==> config.mk <==
export PLATFORM = sky130hd
export DESIGN_NAME = dacfg_top
export DESIGN_NICKNAME = d
export VERILOG_FILES = /design/src/rtl/dacfg_pkg.sv /design/src/rtl/dacfg_parity.sv /design/src/rtl/dacfg_top.sv
export VERILOG_INCLUDE_DIRS = /design/src /design/src/rtl
export SDC_FILE = /design/constraint.sdc
export NUM_CORES = 1
export LEC_CHECK = 0
export BUFFER_PORTS_ARGS = -buffer_cell sky130_fd_sc_hd__buf_4
export CAP_MARGIN = 10
export CORE_MARGIN = 2
export CORE_UTILIZATION = 40
export DETAILED_ROUTE_END_ITERATION = 16
export SKIP_CTS_REPAIR_TIMING = 1
export SYNTH_ARGS = -nofsm -noshare
export SYNTH_HDL_FRONTEND = slang
export SYNTH_SLANG_ARGS = --single-unit
export TNS_END_PERCENT = 1
==> constraint.sdc <==
create_clock -name REF_CLK -period 8.2 [get_ports REF_CLK]
set_input_delay 1.64 -clock REF_CLK [delete_from_list [all_inputs] [get_ports REF_CLK]]
set_output_delay 1.64 -clock REF_CLK [all_outputs]
set_load 0.02 [all_outputs]
==> src/rtl/dacfg_defines.svh <==
/*
 * Offsets, field positions, reset values and cycle counts of the DRAM area
 * and parity configuration block.
 * Assumes inclusion by bare name from rtl/ sources.
 */
`ifndef DACFG_DEFINES_SVH
`define DACFG_DEFINES_SVH

// =====================================================================
// register indices, byte address is four times the index
`define DACFG_IDX_DCR 32'h05ffffa8
`define DACFG_IDX_PCR 32'h05ffffaa
`define DACFG_IDX_IRQ_STAT 32'h05ffffc0
`define DACFG_IDX_IRQ_CLR 32'h05ffffc1
`define DACFG_IDX_IRQ_EN 32'h05ffffc2

// =====================================================================
// dram area control fields
`define DACFG_DCR_STROBE_SYS 15
`define DACFG_DCR_ROW_HOLD 14
`define DACFG_DCR_PRE_LEN 13
`define DACFG_DCR_BURST 12
`define DACFG_DCR_DUTY 11
`define DACFG_DCR_MUX 10
`define DACFG_DCR_SHIFT_HI 9
`define DACFG_DCR_SHIFT_LO 8
`define DACFG_DCR_RST 16'h0000
`define DACFG_DCR_WMASK 16'hff00

// =====================================================================
// parity control fields
`define DACFG_PCR_ERR 15
`define DACFG_PCR_FORCE 14
`define DACFG_PCR_POL 13
`define DACFG_PCR_CHK_HI 12
`define DACFG_PCR_CHK_LO 11
`define DACFG_PCR_RST 4'h0

// =====================================================================
// interrupt bits
`define DACFG_IRQ_PERR 0
`define DACFG_IRQ_DONE 1
`define DACFG_IRQ_W 2

// =====================================================================
// shift counts and cycle counts
`define DACFG_SHIFT_8 4'h8
`define DACFG_SHIFT_9 4'h9
`define DACFG_SHIFT_10 4'ha
`define DACFG_CHK_OFF 2'h0
`define DACFG_CHK_DRAM 2'h1
`define DACFG_CHK_AREA2 2'h2
`define DACFG_COL_PERIOD 20
`define DACFG_HIGH_50 10
`define DACFG_HIGH_35 7
`define DACFG_PRE_SHORT 8'h00
`define DACFG_PRE_LONG 8'h01

`endif

==> src/rtl/dacfg_pkg.sv <==
/*
 * Types of the DRAM area and parity configuration block: states,
 * access request and DRAM pin bundle.
 * Assumes nothing beyond a SystemVerilog compiler.
 */
`default_nettype none

package dacfg_pkg;
    typedef enum logic [2:0] {
        DACFG_ST_IDLE = 3'b000,
        DACFG_ST_PRE = 3'b001,
        DACFG_ST_ROW = 3'b010,
        DACFG_ST_COLL = 3'b011,
        DACFG_ST_COLH = 3'b100
    } dacfg_state_t;

    typedef struct packed {
        logic [27:0] addr;
        logic write;
        logic lane_hi;
        logic lane_lo;
        logic area2;
        logic [15:0] wdata;
    } dacfg_req_t;

    typedef struct packed {
        logic row_strobe_n;
        logic column_strobe_upper_n;
        logic column_strobe_lower_n;
        logic write_strobe_upper_n;
        logic write_strobe_lower_n;
        logic [27:0] addr;
        logic [15:0] dq_out;
        logic dq_oe;
        logic par_out;
        logic par_oe;
    } dacfg_pins_t;
endpackage

`default_nettype wire

==> src/rtl/dacfg_parity.sv <==
/*
 * Parity bit of a data word, even or odd.
 * Assumes a purely combinational use.
 */
`default_nettype none

module dacfg_parity #(
    parameter int WIDTH = 16
) (
    input wire logic [WIDTH-1:0] data,
    input wire logic odd,
    output logic par
);
    assign par = (^data) ^ odd;
endmodule

`default_nettype wire

==> src/rtl/dacfg_top.sv <==
/*
 * DRAM area configuration with parity generate and check, an access
 * sequencer for the DRAM pins and an Avalon-MM register slave.
 * Assumes DRAM pins are sampled externally-timed, one clock, sync reset.
 */
`include "dacfg_defines.svh"
`default_nettype none

module dacfg_top
    import dacfg_pkg::*;
#(
    parameter int COL_PERIOD = `DACFG_COL_PERIOD,
    parameter int HIGH_50 = `DACFG_HIGH_50,
    parameter int HIGH_35 = `DACFG_HIGH_35
) (
    input wire logic REF_CLK,
    input wire logic RST,
    input wire logic [31:0] AVS_ADDRESS,
    input wire logic AVS_READ,
    input wire logic AVS_WRITE,
    input wire logic [31:0] AVS_WRITEDATA,
    input wire logic [3:0] AVS_BYTEENABLE,
    output logic [31:0] AVS_READDATA,
    output logic AVS_WAITREQUEST,
    output logic IRQ,
    input wire dacfg_req_t ACC_REQ,
    input wire logic ACC_VALID,
    output logic ACC_READY,
    output logic ACC_DONE,
    output logic [15:0] ACC_RDATA,
    output dacfg_pins_t DRAM_PINS,
    input wire logic [15:0] DRAM_DQ_IN,
    input wire logic DRAM_PAR_IN
);
    localparam logic [31:0] ADR_DCR = `DACFG_IDX_DCR << 2;
    localparam logic [31:0] ADR_PCR = `DACFG_IDX_PCR << 2;
    localparam logic [31:0] ADR_STAT = `DACFG_IDX_IRQ_STAT << 2;
    localparam logic [31:0] ADR_CLR = `DACFG_IDX_IRQ_CLR << 2;
    localparam logic [31:0] ADR_EN = `DACFG_IDX_IRQ_EN << 2;
    localparam logic [15:0] DCR_WMASK = `DACFG_DCR_WMASK;

    // =====================================================================
    // state
    logic [15:0] dcr_r;
    logic [3:0] pcr_ctl_r;
    logic perr_r, perr_seen_r;
    logic [`DACFG_IRQ_W-1:0] irq_stat_r, irq_en_r;
    logic wait_r, irq_r, ready_r, done_r;
    logic [31:0] readdata_r;
    logic [15:0] rdata_r;
    logic [15:0] dq_s1_r, dq_s2_r;
    logic par_s1_r, par_s2_r;
    dacfg_state_t state_r, state_nxt;
    logic [7:0] cnt_r, cnt_nxt;
    logic pend_row_r, pend_row_nxt;
    logic row_open_r, row_open_nxt;
    logic [27:0] open_addr_r, open_addr_nxt;
    dacfg_req_t cur_r, cur_nxt;
    dacfg_pins_t pins_r, pins_nxt;

    // =====================================================================
    // bus decode
    wire sel_dcr = (AVS_ADDRESS == ADR_DCR);
    wire sel_pcr = (AVS_ADDRESS == ADR_PCR);
    wire sel_stat = (AVS_ADDRESS == ADR_STAT);
    wire sel_clr = (AVS_ADDRESS == ADR_CLR);
    wire sel_en = (AVS_ADDRESS == ADR_EN);
    wire bus_req = AVS_READ | AVS_WRITE;
    wire wr_fire = AVS_WRITE & ~wait_r;
    wire rd_fire = AVS_READ & ~wait_r;
    wire [15:0] wmask = {{8{AVS_BYTEENABLE[1]}}, {8{AVS_BYTEENABLE[0]}}};
    wire [15:0] dcr_wval = (dcr_r & ~wmask) | (AVS_WRITEDATA[15:0] & wmask & DCR_WMASK);
    wire [3:0] pcr_wval = AVS_BYTEENABLE[1] ? AVS_WRITEDATA[`DACFG_PCR_FORCE:`DACFG_PCR_CHK_LO] : pcr_ctl_r;
    wire [15:0] pcr_view = {perr_r, pcr_ctl_r, 11'h0};
    wire [31:0] rd_mux = sel_dcr ? {16'h0000, dcr_r} :
                         sel_pcr ? {16'h0000, pcr_view} :
                         sel_stat ? {30'h0000000, irq_stat_r} :
                         sel_en ? {30'h0000000, irq_en_r} : 32'h00000000;

    // =====================================================================
    // configuration fields
    wire strobe_sys = dcr_r[`DACFG_DCR_STROBE_SYS];
    wire row_hold = dcr_r[`DACFG_DCR_ROW_HOLD];
    wire pre_long = dcr_r[`DACFG_DCR_PRE_LEN];
    wire burst = dcr_r[`DACFG_DCR_BURST];
    wire duty35 = dcr_r[`DACFG_DCR_DUTY];
    wire mux_en = dcr_r[`DACFG_DCR_MUX];
    wire [1:0] shift_code = dcr_r[`DACFG_DCR_SHIFT_HI:`DACFG_DCR_SHIFT_LO];
    wire forced = pcr_ctl_r[3];
    wire odd = pcr_ctl_r[2];
    wire [1:0] chk_code = pcr_ctl_r[1:0];
    // row shift and row compare range
    wire [3:0] row_shift = (shift_code == 2'b01) ? `DACFG_SHIFT_9 :
                           (shift_code == 2'b10) ? `DACFG_SHIFT_10 : `DACFG_SHIFT_8;
    wire [27:0] row_mask = 28'hfffffff << row_shift;
    wire page_hit = ((ACC_REQ.addr ^ open_addr_r) & row_mask) == 28'h0000000;
    wire [7:0] high_len = duty35 ? 8'(HIGH_35 - 1) : 8'(HIGH_50 - 1);
    wire [7:0] low_len = duty35 ? 8'(COL_PERIOD - HIGH_35 - 1) : 8'(COL_PERIOD - HIGH_50 - 1);
    wire [7:0] pre_len = pre_long ? `DACFG_PRE_LONG : `DACFG_PRE_SHORT;
    // parity enable by area
    wire par_en_cur = ((chk_code == `DACFG_CHK_DRAM) & ~cur_r.area2) | (chk_code == `DACFG_CHK_AREA2);
    wire par_en_nxt = ((chk_code == `DACFG_CHK_DRAM) & ~cur_nxt.area2) | (chk_code == `DACFG_CHK_AREA2);

    // =====================================================================
    // parity generate and check
    logic gen_par, exp_par;
    dacfg_parity #(.WIDTH(16)) u_gen (
        .data(cur_nxt.wdata),
        .odd(odd),
        .par(gen_par)
    );
    dacfg_parity #(.WIDTH(16)) u_chk (
        .data(dq_s2_r),
        .odd(odd),
        .par(exp_par)
    );
    wire col_end = (state_r == DACFG_ST_COLL) && (cnt_r == 8'h00);
    wire acc_end = (state_r == DACFG_ST_COLH) && (cnt_r == 8'h00);
    // mismatch on an enabled read
    wire perr_set = col_end & par_en_cur & ~cur_r.write & (par_s2_r != exp_par);
    // clear only after the flag was read as one
    wire perr_clr = wr_fire & sel_pcr & AVS_BYTEENABLE[1] & ~AVS_WRITEDATA[`DACFG_PCR_ERR] & perr_seen_r;
    wire perr_nxt = perr_set | (perr_r & ~perr_clr);
    wire [`DACFG_IRQ_W-1:0] irq_ev = {acc_end, perr_set};
    wire [`DACFG_IRQ_W-1:0] irq_clr = (wr_fire & sel_clr) ? AVS_WRITEDATA[`DACFG_IRQ_W-1:0] : 2'b00;
    wire [`DACFG_IRQ_W-1:0] irq_stat_nxt = irq_ev | (irq_stat_r & ~irq_clr);
    wire [`DACFG_IRQ_W-1:0] irq_en_nxt = (wr_fire & sel_en) ? AVS_WRITEDATA[`DACFG_IRQ_W-1:0] : irq_en_r;

    // =====================================================================
    // access sequencer
    wire take = (state_r == DACFG_ST_IDLE) & ready_r & ACC_VALID;
    // row kept open while waiting, or for a pending page hit
    wire leave_open = row_hold | (burst & ACC_VALID & page_hit);

    always_comb begin
        state_nxt = state_r;
        cnt_nxt = cnt_r;
        pend_row_nxt = pend_row_r;
        row_open_nxt = row_open_r;
        open_addr_nxt = open_addr_r;
        cur_nxt = cur_r;
        case (state_r)
            DACFG_ST_IDLE: begin
                if (take) begin
                    cur_nxt = ACC_REQ;
                    if (row_open_r && burst && page_hit) begin
                        state_nxt = DACFG_ST_COLL;
                        cnt_nxt = low_len;
                    end else if (row_open_r) begin
                        state_nxt = DACFG_ST_PRE;
                        cnt_nxt = pre_len;
                        pend_row_nxt = 1'b1;
                        row_open_nxt = 1'b0;
                    end else begin
                        state_nxt = DACFG_ST_ROW;
                    end
                end
            end
            DACFG_ST_ROW: begin
                state_nxt = DACFG_ST_COLL;
                cnt_nxt = low_len;
                row_open_nxt = 1'b1;
                open_addr_nxt = cur_r.addr;
            end
            DACFG_ST_COLL: begin
                if (cnt_r == 8'h00) begin
                    state_nxt = DACFG_ST_COLH;
                    cnt_nxt = high_len;
                end else begin
                    cnt_nxt = cnt_r - 8'h01;
                end
            end
            DACFG_ST_COLH: begin
                if (cnt_r != 8'h00) begin
                    cnt_nxt = cnt_r - 8'h01;
                end else if (leave_open) begin
                    state_nxt = DACFG_ST_IDLE;
                end else begin
                    state_nxt = DACFG_ST_PRE;
                    cnt_nxt = pre_len;
                    pend_row_nxt = 1'b0;
                    row_open_nxt = 1'b0;
                end
            end
            DACFG_ST_PRE: begin
                if (cnt_r != 8'h00) begin
                    cnt_nxt = cnt_r - 8'h01;
                end else if (pend_row_r) begin
                    state_nxt = DACFG_ST_ROW;
                end else begin
                    state_nxt = DACFG_ST_IDLE;
                end
            end
            default: begin
                state_nxt = DACFG_ST_IDLE;
            end
        endcase
    end

    // =====================================================================
    // pin values for the next state
    wire nxt_col = (state_nxt == DACFG_ST_COLL);
    wire nxt_busy = (state_nxt == DACFG_ST_ROW) | nxt_col | (state_nxt == DACFG_ST_COLH);
    wire nxt_wr = nxt_col & cur_nxt.write;

    always_comb begin
        pins_nxt.row_strobe_n = ~(nxt_busy | ((state_nxt == DACFG_ST_IDLE) & row_open_nxt));
        // strobe arrangement
        pins_nxt.column_strobe_upper_n = ~(nxt_col & ~strobe_sys & cur_nxt.lane_hi);
        pins_nxt.column_strobe_lower_n = ~(nxt_col & (strobe_sys | cur_nxt.lane_lo));
        pins_nxt.write_strobe_upper_n = ~(nxt_wr & strobe_sys & cur_nxt.lane_hi);
        pins_nxt.write_strobe_lower_n = ~(nxt_wr & (~strobe_sys | cur_nxt.lane_lo));
        // row on the pins shifted when multiplexed
        pins_nxt.addr = ((state_nxt == DACFG_ST_ROW) & mux_en) ? (cur_nxt.addr >> row_shift) : cur_nxt.addr;
        pins_nxt.dq_out = cur_nxt.wdata;
        pins_nxt.dq_oe = nxt_busy & cur_nxt.write;
        pins_nxt.par_out = forced | gen_par;
        pins_nxt.par_oe = nxt_busy & cur_nxt.write & (forced | par_en_nxt);
    end

    // =====================================================================
    // flops
    always_ff @(posedge REF_CLK) begin
        if (RST) begin
            dcr_r <= `DACFG_DCR_RST;
            pcr_ctl_r <= `DACFG_PCR_RST;
            perr_r <= 1'b0;
            perr_seen_r <= 1'b0;
            irq_stat_r <= 2'b00;
            irq_en_r <= 2'b00;
            irq_r <= 1'b0;
            wait_r <= 1'b1;
            readdata_r <= 32'h00000000;
        end else begin
            if (wr_fire && sel_dcr) begin
                dcr_r <= dcr_wval;
            end
            if (wr_fire && sel_pcr) begin
                pcr_ctl_r <= pcr_wval;
            end
            perr_r <= perr_nxt;
            if (perr_clr) begin
                perr_seen_r <= 1'b0;
            end else if (rd_fire && sel_pcr && readdata_r[`DACFG_PCR_ERR]) begin
                perr_seen_r <= 1'b1;
            end
            irq_stat_r <= irq_stat_nxt;
            irq_en_r <= irq_en_nxt;
            irq_r <= |(irq_stat_nxt & irq_en_nxt);
            wait_r <= ~(bus_req & wait_r);
            if (bus_req && wait_r) begin
                readdata_r <= rd_mux;
            end
        end
    end

    always_ff @(posedge REF_CLK) begin
        dq_s1_r <= DRAM_DQ_IN;
        dq_s2_r <= dq_s1_r;
        par_s1_r <= DRAM_PAR_IN;
        par_s2_r <= par_s1_r;
    end

    always_ff @(posedge REF_CLK) begin
        if (RST) begin
            state_r <= DACFG_ST_IDLE;
            cnt_r <= 8'h00;
            pend_row_r <= 1'b0;
            row_open_r <= 1'b0;
            open_addr_r <= 28'h0000000;
            cur_r <= '0;
            pins_r <= '1;
            pins_r.dq_out <= 16'h0000;
            pins_r.addr <= 28'h0000000;
            pins_r.dq_oe <= 1'b0;
            pins_r.par_out <= 1'b0;
            pins_r.par_oe <= 1'b0;
            ready_r <= 1'b0;
            done_r <= 1'b0;
            rdata_r <= 16'h0000;
        end else begin
            state_r <= state_nxt;
            cnt_r <= cnt_nxt;
            pend_row_r <= pend_row_nxt;
            row_open_r <= row_open_nxt;
            open_addr_r <= open_addr_nxt;
            cur_r <= cur_nxt;
            pins_r <= pins_nxt;
            ready_r <= (state_nxt == DACFG_ST_IDLE);
            done_r <= acc_end;
            if (col_end) begin
                rdata_r <= dq_s2_r;
            end
        end
    end

    assign AVS_READDATA = readdata_r;
    assign AVS_WAITREQUEST = wait_r;
    assign IRQ = irq_r;
    assign ACC_READY = ready_r;
    assign ACC_DONE = done_r;
    assign ACC_RDATA = rdata_r;
    assign DRAM_PINS = pins_r;
endmodule

`default_nettype wire

---- After elaboration in Yosys (flattened, before gate mapping) ----
Cells that the tools add are included.
cells by class
  shift operators ......................... 2
  bitwise logic cells ..................... 67
  reduce and logical (&&, ||, !) cells .... 23
  eq/ne operators ......................... 25
  multiplexer cells ....................... 42
  add/sub/neg operators ................... 1
operators by type and width
  operator               count
  $eq 32x29->1 const B   5
  $mux 48                2
  $mux 8                 7
  $pmux 8 s5             1
  $and 16x16->16         2
  $mux 16                2
  $reduce_xor 16->1      2
  $and 1x1->1            30
  $and 28x28->28         1
  $logic_not 28->1       1
  $mux 28                1
  $shl 28x4->28 const A  1
  $shr 28x4->28          1
  $xor 28x28->28         1
  $mux 2                 9
  $not 16->16            1
  $or 16x16->16          1
  $mux 3                 5
  $pmux 3 s5             1
  $not 1->1              13
  $eq 3x2->1 const B     4
  $ne 2x2->1 const B     6
  $or 1x1->1             12
  $mux 1                 11
  24 further kinds       40
storage, ports and cells
  input bits .............................. 138
  output and inout bits ................... 104
  register bits ........................... 237

---- Depth between registers and ports, before layout ----
Gate-level depths: netlist (run 1).
  word-level depth ........................ 16
  depth in mapped cells ................... 10
  mapped depth without buffers ............ 9

---- Hierarchy ----
A second synthesis (run 1) with hierarchy kept.
second synthesis, totals
  cell total of the unflattened synthesis .. 984
  area total of the unflattened synthesis .. 8861.0 um^2
by module, submodules not included
  module        instances  cells each  area each (um^2)  sequential area each (um^2)
  dacfg_top     1          954         8570.7            4264.1
  dacfg_parity  2          15          145.1             0.0

---- Worst setup path after synthesis (run 1) ----
No wires, ideal clock.
  path kind ............................... input to register
  start point ............................. input AVS_ADDRESS[1]
  end point ............................... register irq_r (netlist: IRQ)
  required time ........................... 8078 ps
  data arrival time ....................... 3978 ps
  cell stages on the path ................. 7
  library setup time ...................... 122 ps
  setup slack ............................. 4101 ps
  path through ............................ or4b_1 or4_4 or2_1 or4b_4 mux2i_2 nor2_1 o311a_1
between the ends
  word-level cells in the longest chain between the ends .. 8
  elaborated cells between the ends (all ways) .. 11
ends and longest elaborated chain
  what                  line              RTL
  start, declared       dacfg_top.sv:18   input wire logic [31:0] AVS_ADDRESS,
  $eq 32x29->1          dacfg_top.sv:66   wire sel_clr = (AVS_ADDRESS == ADR_CLR);
  $and 1x1->1           dacfg_top.sv:125  wire [`DACFG_IRQ_W-1:0] irq_clr = (wr_fire & sel_clr) ? AVS_WRITEDATA[`DACFG_IRQ_W-1:0] : 2'b00;
  $mux 2                dacfg_top.sv:125
  $not 2->2             dacfg_top.sv:126  wire [`DACFG_IRQ_W-1:0] irq_stat_nxt = irq_ev | (irq_stat_r & ~irq_clr);
  $and 2x2->2           dacfg_top.sv:126
  $or 2x2->2            dacfg_top.sv:126
  $and 2x2->2 (*)       dacfg_top.sv:249  irq_r <= |(irq_stat_nxt & irq_en_nxt);
  $reduce_or 2->1 (*)   dacfg_top.sv:249
  end signal, assigned  dacfg_top.sv:249
  end, declared         dacfg_top.sv:48   logic wait_r, irq_r, ready_r, done_r;
Mark *: on every way between the ends. The rest lies on a longest branch, timed or not.
A chain may end at the register's enable or synchronous reset.

==> results_dict.tcl, run 1 <==
set metrics [dict create \
    die_area_um2 23100 \
    final_area_um2 11100 \
    fmax_mhz 254 \
    setup_viol 0 \
    crit_chain "buf_4 > or4b_1 > or4_4 > nor4_2 > nand3_1 > mux2i_1 > nor2_1" \
    wirelength_um 22200 \
    worstPathArrival_ps 4300 \
    reg2regPathDepth 8 \
    globalplace.congestion 0.821 \
    powerDensity_nw_per_um2 262 \
    drtAntennaViolNets 0 \
    synth_commonest_cells "213 x dfxtp_1, 142 x nand2_1, 105 x nor2_1" \
    slowest_stage "nand3_1" \
    initial_core_util 0.405 \
    status "complete, no violations" \
    yosysSeqAreaShare 0.486 \
    clkLatencyLatePin_ps 530 \
    grt.overflow.total 0 \
    post-dp-hpwl_um 15900 \
    synthDistinctLibCells 59 \
    finalSetupTns_ps 0 \
    synth_area_leader_cell "dfxtp_1" \
    synth_warnings 0 \
    synthFlopType "dfxtp_1" \
    grt_max_degree 88 \
    fin_ws_ps 4260 \
    cp.depth 7 \
    ys_top_cells_by_area "dfxtp_1 49%, mux2i_1 8.7%, nand2_1 6.1%" \
    drive_gt1_frac 0.239 \
    finalNonFillerCells 1425 \
    rows 54 \
    cp.buffers_inverters 1 \
    hold_viol_final 0 \
    holdCritPathClass "flip-flop to flip-flop" \
    grt_use_total 0.186 \
    fin_skew_ps 25.4 \
    synth_top_area_frac 0.486 \
    htreeDepth 1 \
    post-place-ws_ps 3750 \
    r2r-end "DRAM_PINS[29]" \
    ys_async_sr_fraction 0 \
    drv_slew 0 \
    worstReg2RegStart "state_r[0]" \
    maxCapViolations 0 \
    relSlewSlack 0.242 \
    period_minus_slack_ps 3940 \
    vias 6977 \
    ios 242 \
    yosysMostFrequentCell "dfxtp_1" \
    rsz0062_at_grt "no" \
    synthCells 962 \
    yosys_register_bits 213 \
    drtIter0Drc 354 \
    crit_type "input pin to flip-flop" \
    cts.sinks 213 \
    cp-start-kind "input pin" \
    cts_tree "yes" \
    drt_pass1_iterations 5 \
    area_delta_synth_final_pct 26.1 \
    whs_path_depth 0 \
    syn_area_per_cell_um2 9.13 \
    antenna_found_initial 0 \
    post-route-period-util 0.480 \
    grt_pass1_vias 6647 \
    path_clk_slew_ps 60 \
    n_antenna_cell 0 \
    ir_drop_mv 0.152 \
    synth_edf_count 0 \
    core_um2 21700 \
    die_h_um 152 \
    via_per_inst 4.90 \
    r2r_setup_slack_ps 5000 \
    tritoncts.num_buffers 24 \
    cp-end-kind "flip-flop" \
    synth_area_um2 8780 \
    fp.dieW_um 152 \
    place.port_buffers 201 \
    dpl.cell_count 1383 \
    cp_slowest_stage_delay_ps 580 \
    n_fill_cell 2047 \
    root_buffer "clkbuf_16" \
    critical_path.top_delay_family "simple AND/OR/NAND/NOR gates" \
    finalNetCount 1271 \
    path_max_fanout 8 \
    final_util 0.511 \
    holdPathEnd "dq_s2_r[11]" \
    cts_buffer_depth 3 \
    hp-start "dq_s1_r[11]" \
    placed_cell_area_um2 10300 \
    grt_first_pass_wirelength_um 35600 \
    drc 0 \
    worst-slew-pin-transition_ps 1140 \
    wl_per_cell_um 15.6 \
    required_ps 8560 \
    p_leak_nw 4.36 \
]
[metal layers]
metal	track usage	up-vias	wire length, µm
met4	0.0494	0	526
met1	0.243	3208	9940
met3	0.0384	34	1240
li1	-	3546	-
met2	0.314	189	10500
met5	0	-	0
[cell type report]
class	count	area, µm²	share of cell area
clock buffers	34	688	0.0621
repair buffers	208	1560	0.141
well taps	280	350	0.0316
flip-flops and latches	213	4260	0.385
inverters	9	33.8	0.00305
clock inverters	8	58.8	0.00531
multi-input cells	673	4120	0.372
[worst max path at each step]
stage	startpoint	endpoint
3_5_place_dp	AVS_ADDRESS[1]	flip-flop
4_1_cts	AVS_ADDRESS[1]	flip-flop
6_report	AVS_ADDRESS[1]	flip-flop
3_3_place_gp	AVS_ADDRESS[1]	flip-flop
2_1_floorplan	AVS_ADDRESS[1]	IRQ
5_1_grt	AVS_ADDRESS[1]	flip-flop
[metrics by stage]
step,hold slack [ps],power [mW]
after floorplan,310,1.70
after global placement,310,1.92
after detailed placement,312,1.93
after CTS,324,2.94
after global routing,331,3.06
final,323,2.90
[cells in the final DEF, fill, tap and decap left out, drive strengths merged, types with 11 or more instances in the layout]
cell type	instances
dfxtp	213
nand3	11
a21oi	93
nand2	142
nor2	105
buf	208
clkbuf	34
xnor2	56
mux2i	77
conb	16
and2	13
nor3	15
mux2	17
[where the power goes]
part / switching, mW / internal, mW
registers: 0.0558 / 1.13
logic: 0.421 / 0.295
clock network: 0.420 / 0.584
[flip-flops by register name (all words and copies together) (netlist names), named ones only]
register and cells:
ACC_DONE 1, ACC_RDATA 16, ACC_READY 1, AVS_READDATA 16, AVS_WAITREQUEST 1, DRAM_PINS 52
IRQ 1, cnt_r 8, cur_r 32, dcr_r 8, dq_s1_r 16, dq_s2_r 16
irq_en_r 2, irq_stat_r 2, open_addr_r 20, par_s1_r 1, par_s2_r 1, pcr_ctl_r 4
pend_row_r 1, perr_r 1, perr_seen_r 1, row_open_r 1, state_r 3
[cells by family (layout without fill, tap and decap cells)]
| kind of cell | count (synthesis) | in the layout | synth area share |
|---|---|---|---|
| flip-flops | 213 | 213 | 0.486 |
| buffers and inverters | 91 | 259 | 0.0530 |
| multiplexers | 94 | 94 | 0.110 |
| other | 1 | 16 | 0.000427 |
| AO/OA/AOI/OAI | 149 | 149 | 0.0992 |
| AND/OR/NAND/NOR | 346 | 346 | 0.181 |
| XOR/XNOR | 64 | 64 | 0.0654 |
| adder cells (fa/ha/maj) | 4 | 4 | 0.00570 |
[worst reg2reg max path: stages, from the launching register on]
cell and delay, ps:
dfxtp_1 390, nor3_1 390, and3_2 230, buf_4 600
a311oi_1 400, nor3b_4 270, buf_4 350, mux2_2 410
nor2_1 100
(Power assumes the default switching activity.)
==> run 2: changes to the inputs <==
Clock period 8.2 ns to 4 ns, I/O delays scaled along.
==> run 2 against run 1 <==
Compared with the run above:
- total power up 110%
- first-iteration DRC count shrank 1.7%
- critical path depth up 1
- clock skew shrank 11 ps
- clock power is 100% higher
- register-to-register slack worse by 4000 ps
- worst hold slack gained 1.6 ps
- die area unchanged
- critical path type unchanged
- largest cell class unchanged
- largest power group unchanged
==> results_dict.tcl, run 2 (synthesis results as in run 1) <==
set metrics [dict create \
    status "complete, no violations" \
    tritoncts.num_buffers 23 \
    crit_chain "buf_4 > or4b_1 > or4_4 > or2_1 > or4b_4 > mux2i_2 > nor2_1 > o311a_1" \
    grt_use_total 0.189 \
    cts.sinks 213 \
    via_per_inst 4.94 \
    root_buffer "clkbuf_16" \
    drtAntennaViolNets 0 \
    slowest_stage "or4b_4" \
    worst-slew-pin-transition_ps 1180 \
    globalplace.congestion 0.851 \
    core_um2 21700 \
    initial_core_util 0.405 \
    ios 242 \
    grt.overflow.total 0 \
    finalNetCount 1282 \
    fmax_mhz 337 \
    grt_max_degree 58 \
    antenna_found_initial 0 \
    worstPathArrival_ps 3370 \
    n_antenna_cell 0 \
    cp_slowest_stage_delay_ps 550 \
    powerDensity_nw_per_um2 537 \
    place.port_buffers 201 \
    rows 54 \
    path_clk_slew_ps 60 \
    wl_per_cell_um 15.8 \
    required_ps 4400 \
    relSlewSlack 0.216 \
    fin_skew_ps 14.4 \
    rsz0062_at_grt "no" \
    drv_slew 0 \
    maxCapViolations 0 \
    drive_gt1_frac 0.246 \
    period_minus_slack_ps 2970 \
    area_delta_synth_final_pct 27.0 \
    final_area_um2 11200 \
    layout_common_cells "219 x buf_4, 213 x dfxtp_1, 142 x nand2_1" \
    post-dp-hpwl_um 16300 \
    layout_commonest_cell "buf_4" \
    largest_reg_flops 52 \
    placed_cell_area_um2 10400 \
    p_leak_nw 4.41 \
    die_h_um 152 \
    setup_viol 0 \
    post-route-period-util 0.742 \
    htreeDepth 1 \
    grt_first_pass_wirelength_um 36200 \
    hold_viol_final 0 \
    grt_pass1_vias 6897 \
    die_area_um2 23100 \
    drc 0 \
    clkLatencyLatePin_ps 520 \
    wirelength_um 22600 \
    crit_type "input pin to flip-flop" \
    ir_drop_mv 0.426 \
    cts_tree "yes" \
    drtIter0Drc 348 \
    vias 7072 \
    grtUsageMet1 0.248 \
    fp.dieW_um 152 \
    drt_pass1_iterations 5 \
    cts_buffer_depth 3 \
    cp-start-kind "input pin" \
    cp-end-kind "flip-flop" \
    met2_usage 0.318 \
    path_max_fanout 4 \
    grt-busiest-layer "met2" \
    finalSetupTns_ps 0 \
    use_met3 0.0361 \
    holdCritPathClass "flip-flop to flip-flop" \
]
==> run 2: final timing paths <==
| kind | startpoint | to | slack [ps] | depth (start not counted) |
|---|---|---|---|---|
| setup / recovery | AVS_ADDRESS[1] | IRQ | 1030 | 8 |
| hold reg to reg | dq_s1_r[4] | dq_s2_r[4] | 320 | 0 |
| setup reg to reg | state_r[2] | DRAM_PINS[25] | 1040 | 8 |
| hold / removal | dq_s1_r[4] | dq_s2_r[4] | 320 | 0 |
==> run 2: report_power, final <==
group | switching, mW | internal (mW)
Sequential | 0.117 | 2.31
Combinational | 0.881 | 0.632
Clock | 0.839 | 1.21
Total | 1.84 | 4.15
==> run 2: layout make-up <==
type                    instances  area, µm²
clock inverters                 7       68.8
flip-flops and latches        213       4260
well taps                     280        350
repair buffers                220       1660
inverters                       9       33.8
multi-input cells             673       4120
fillers                      2057      10500
clock buffers                  31        656
==> run 2: per-layer routing <==
layer  part of all wire  vias up
met4              0.025        0
met2               0.47      204
li1                   -     3564
met5                  0        -
met1               0.44     3267
met3              0.059       37
==> run 2: through the flow <==
step / power (mW) / setup WS [ps] / std cells / util / hold slack [ps]
after detailed placement: 3.98 / 501 / 1395 / 0.481 / 312
after floorplan: 3.49 / 741 / 977 / - / 310
after CTS: 6.04 / 1040 / 1433 / 0.514 / 325
final: 5.98 / 1030 / 1433 / 0.514 / 324
after global routing: 6.28 / 694 / 1433 / 0.514 / 332
after global placement: 3.98 / 514 / 1395 / 0.481 / 310
==> run 2: worst max-delay path: cells and delay by family <==
family                 cells  cell delay, ps
buffers and inverters      1             100
AO/OA/AOI/OAI              1             280
AND/OR/NAND/NOR            5            1950
multiplexers               1             240
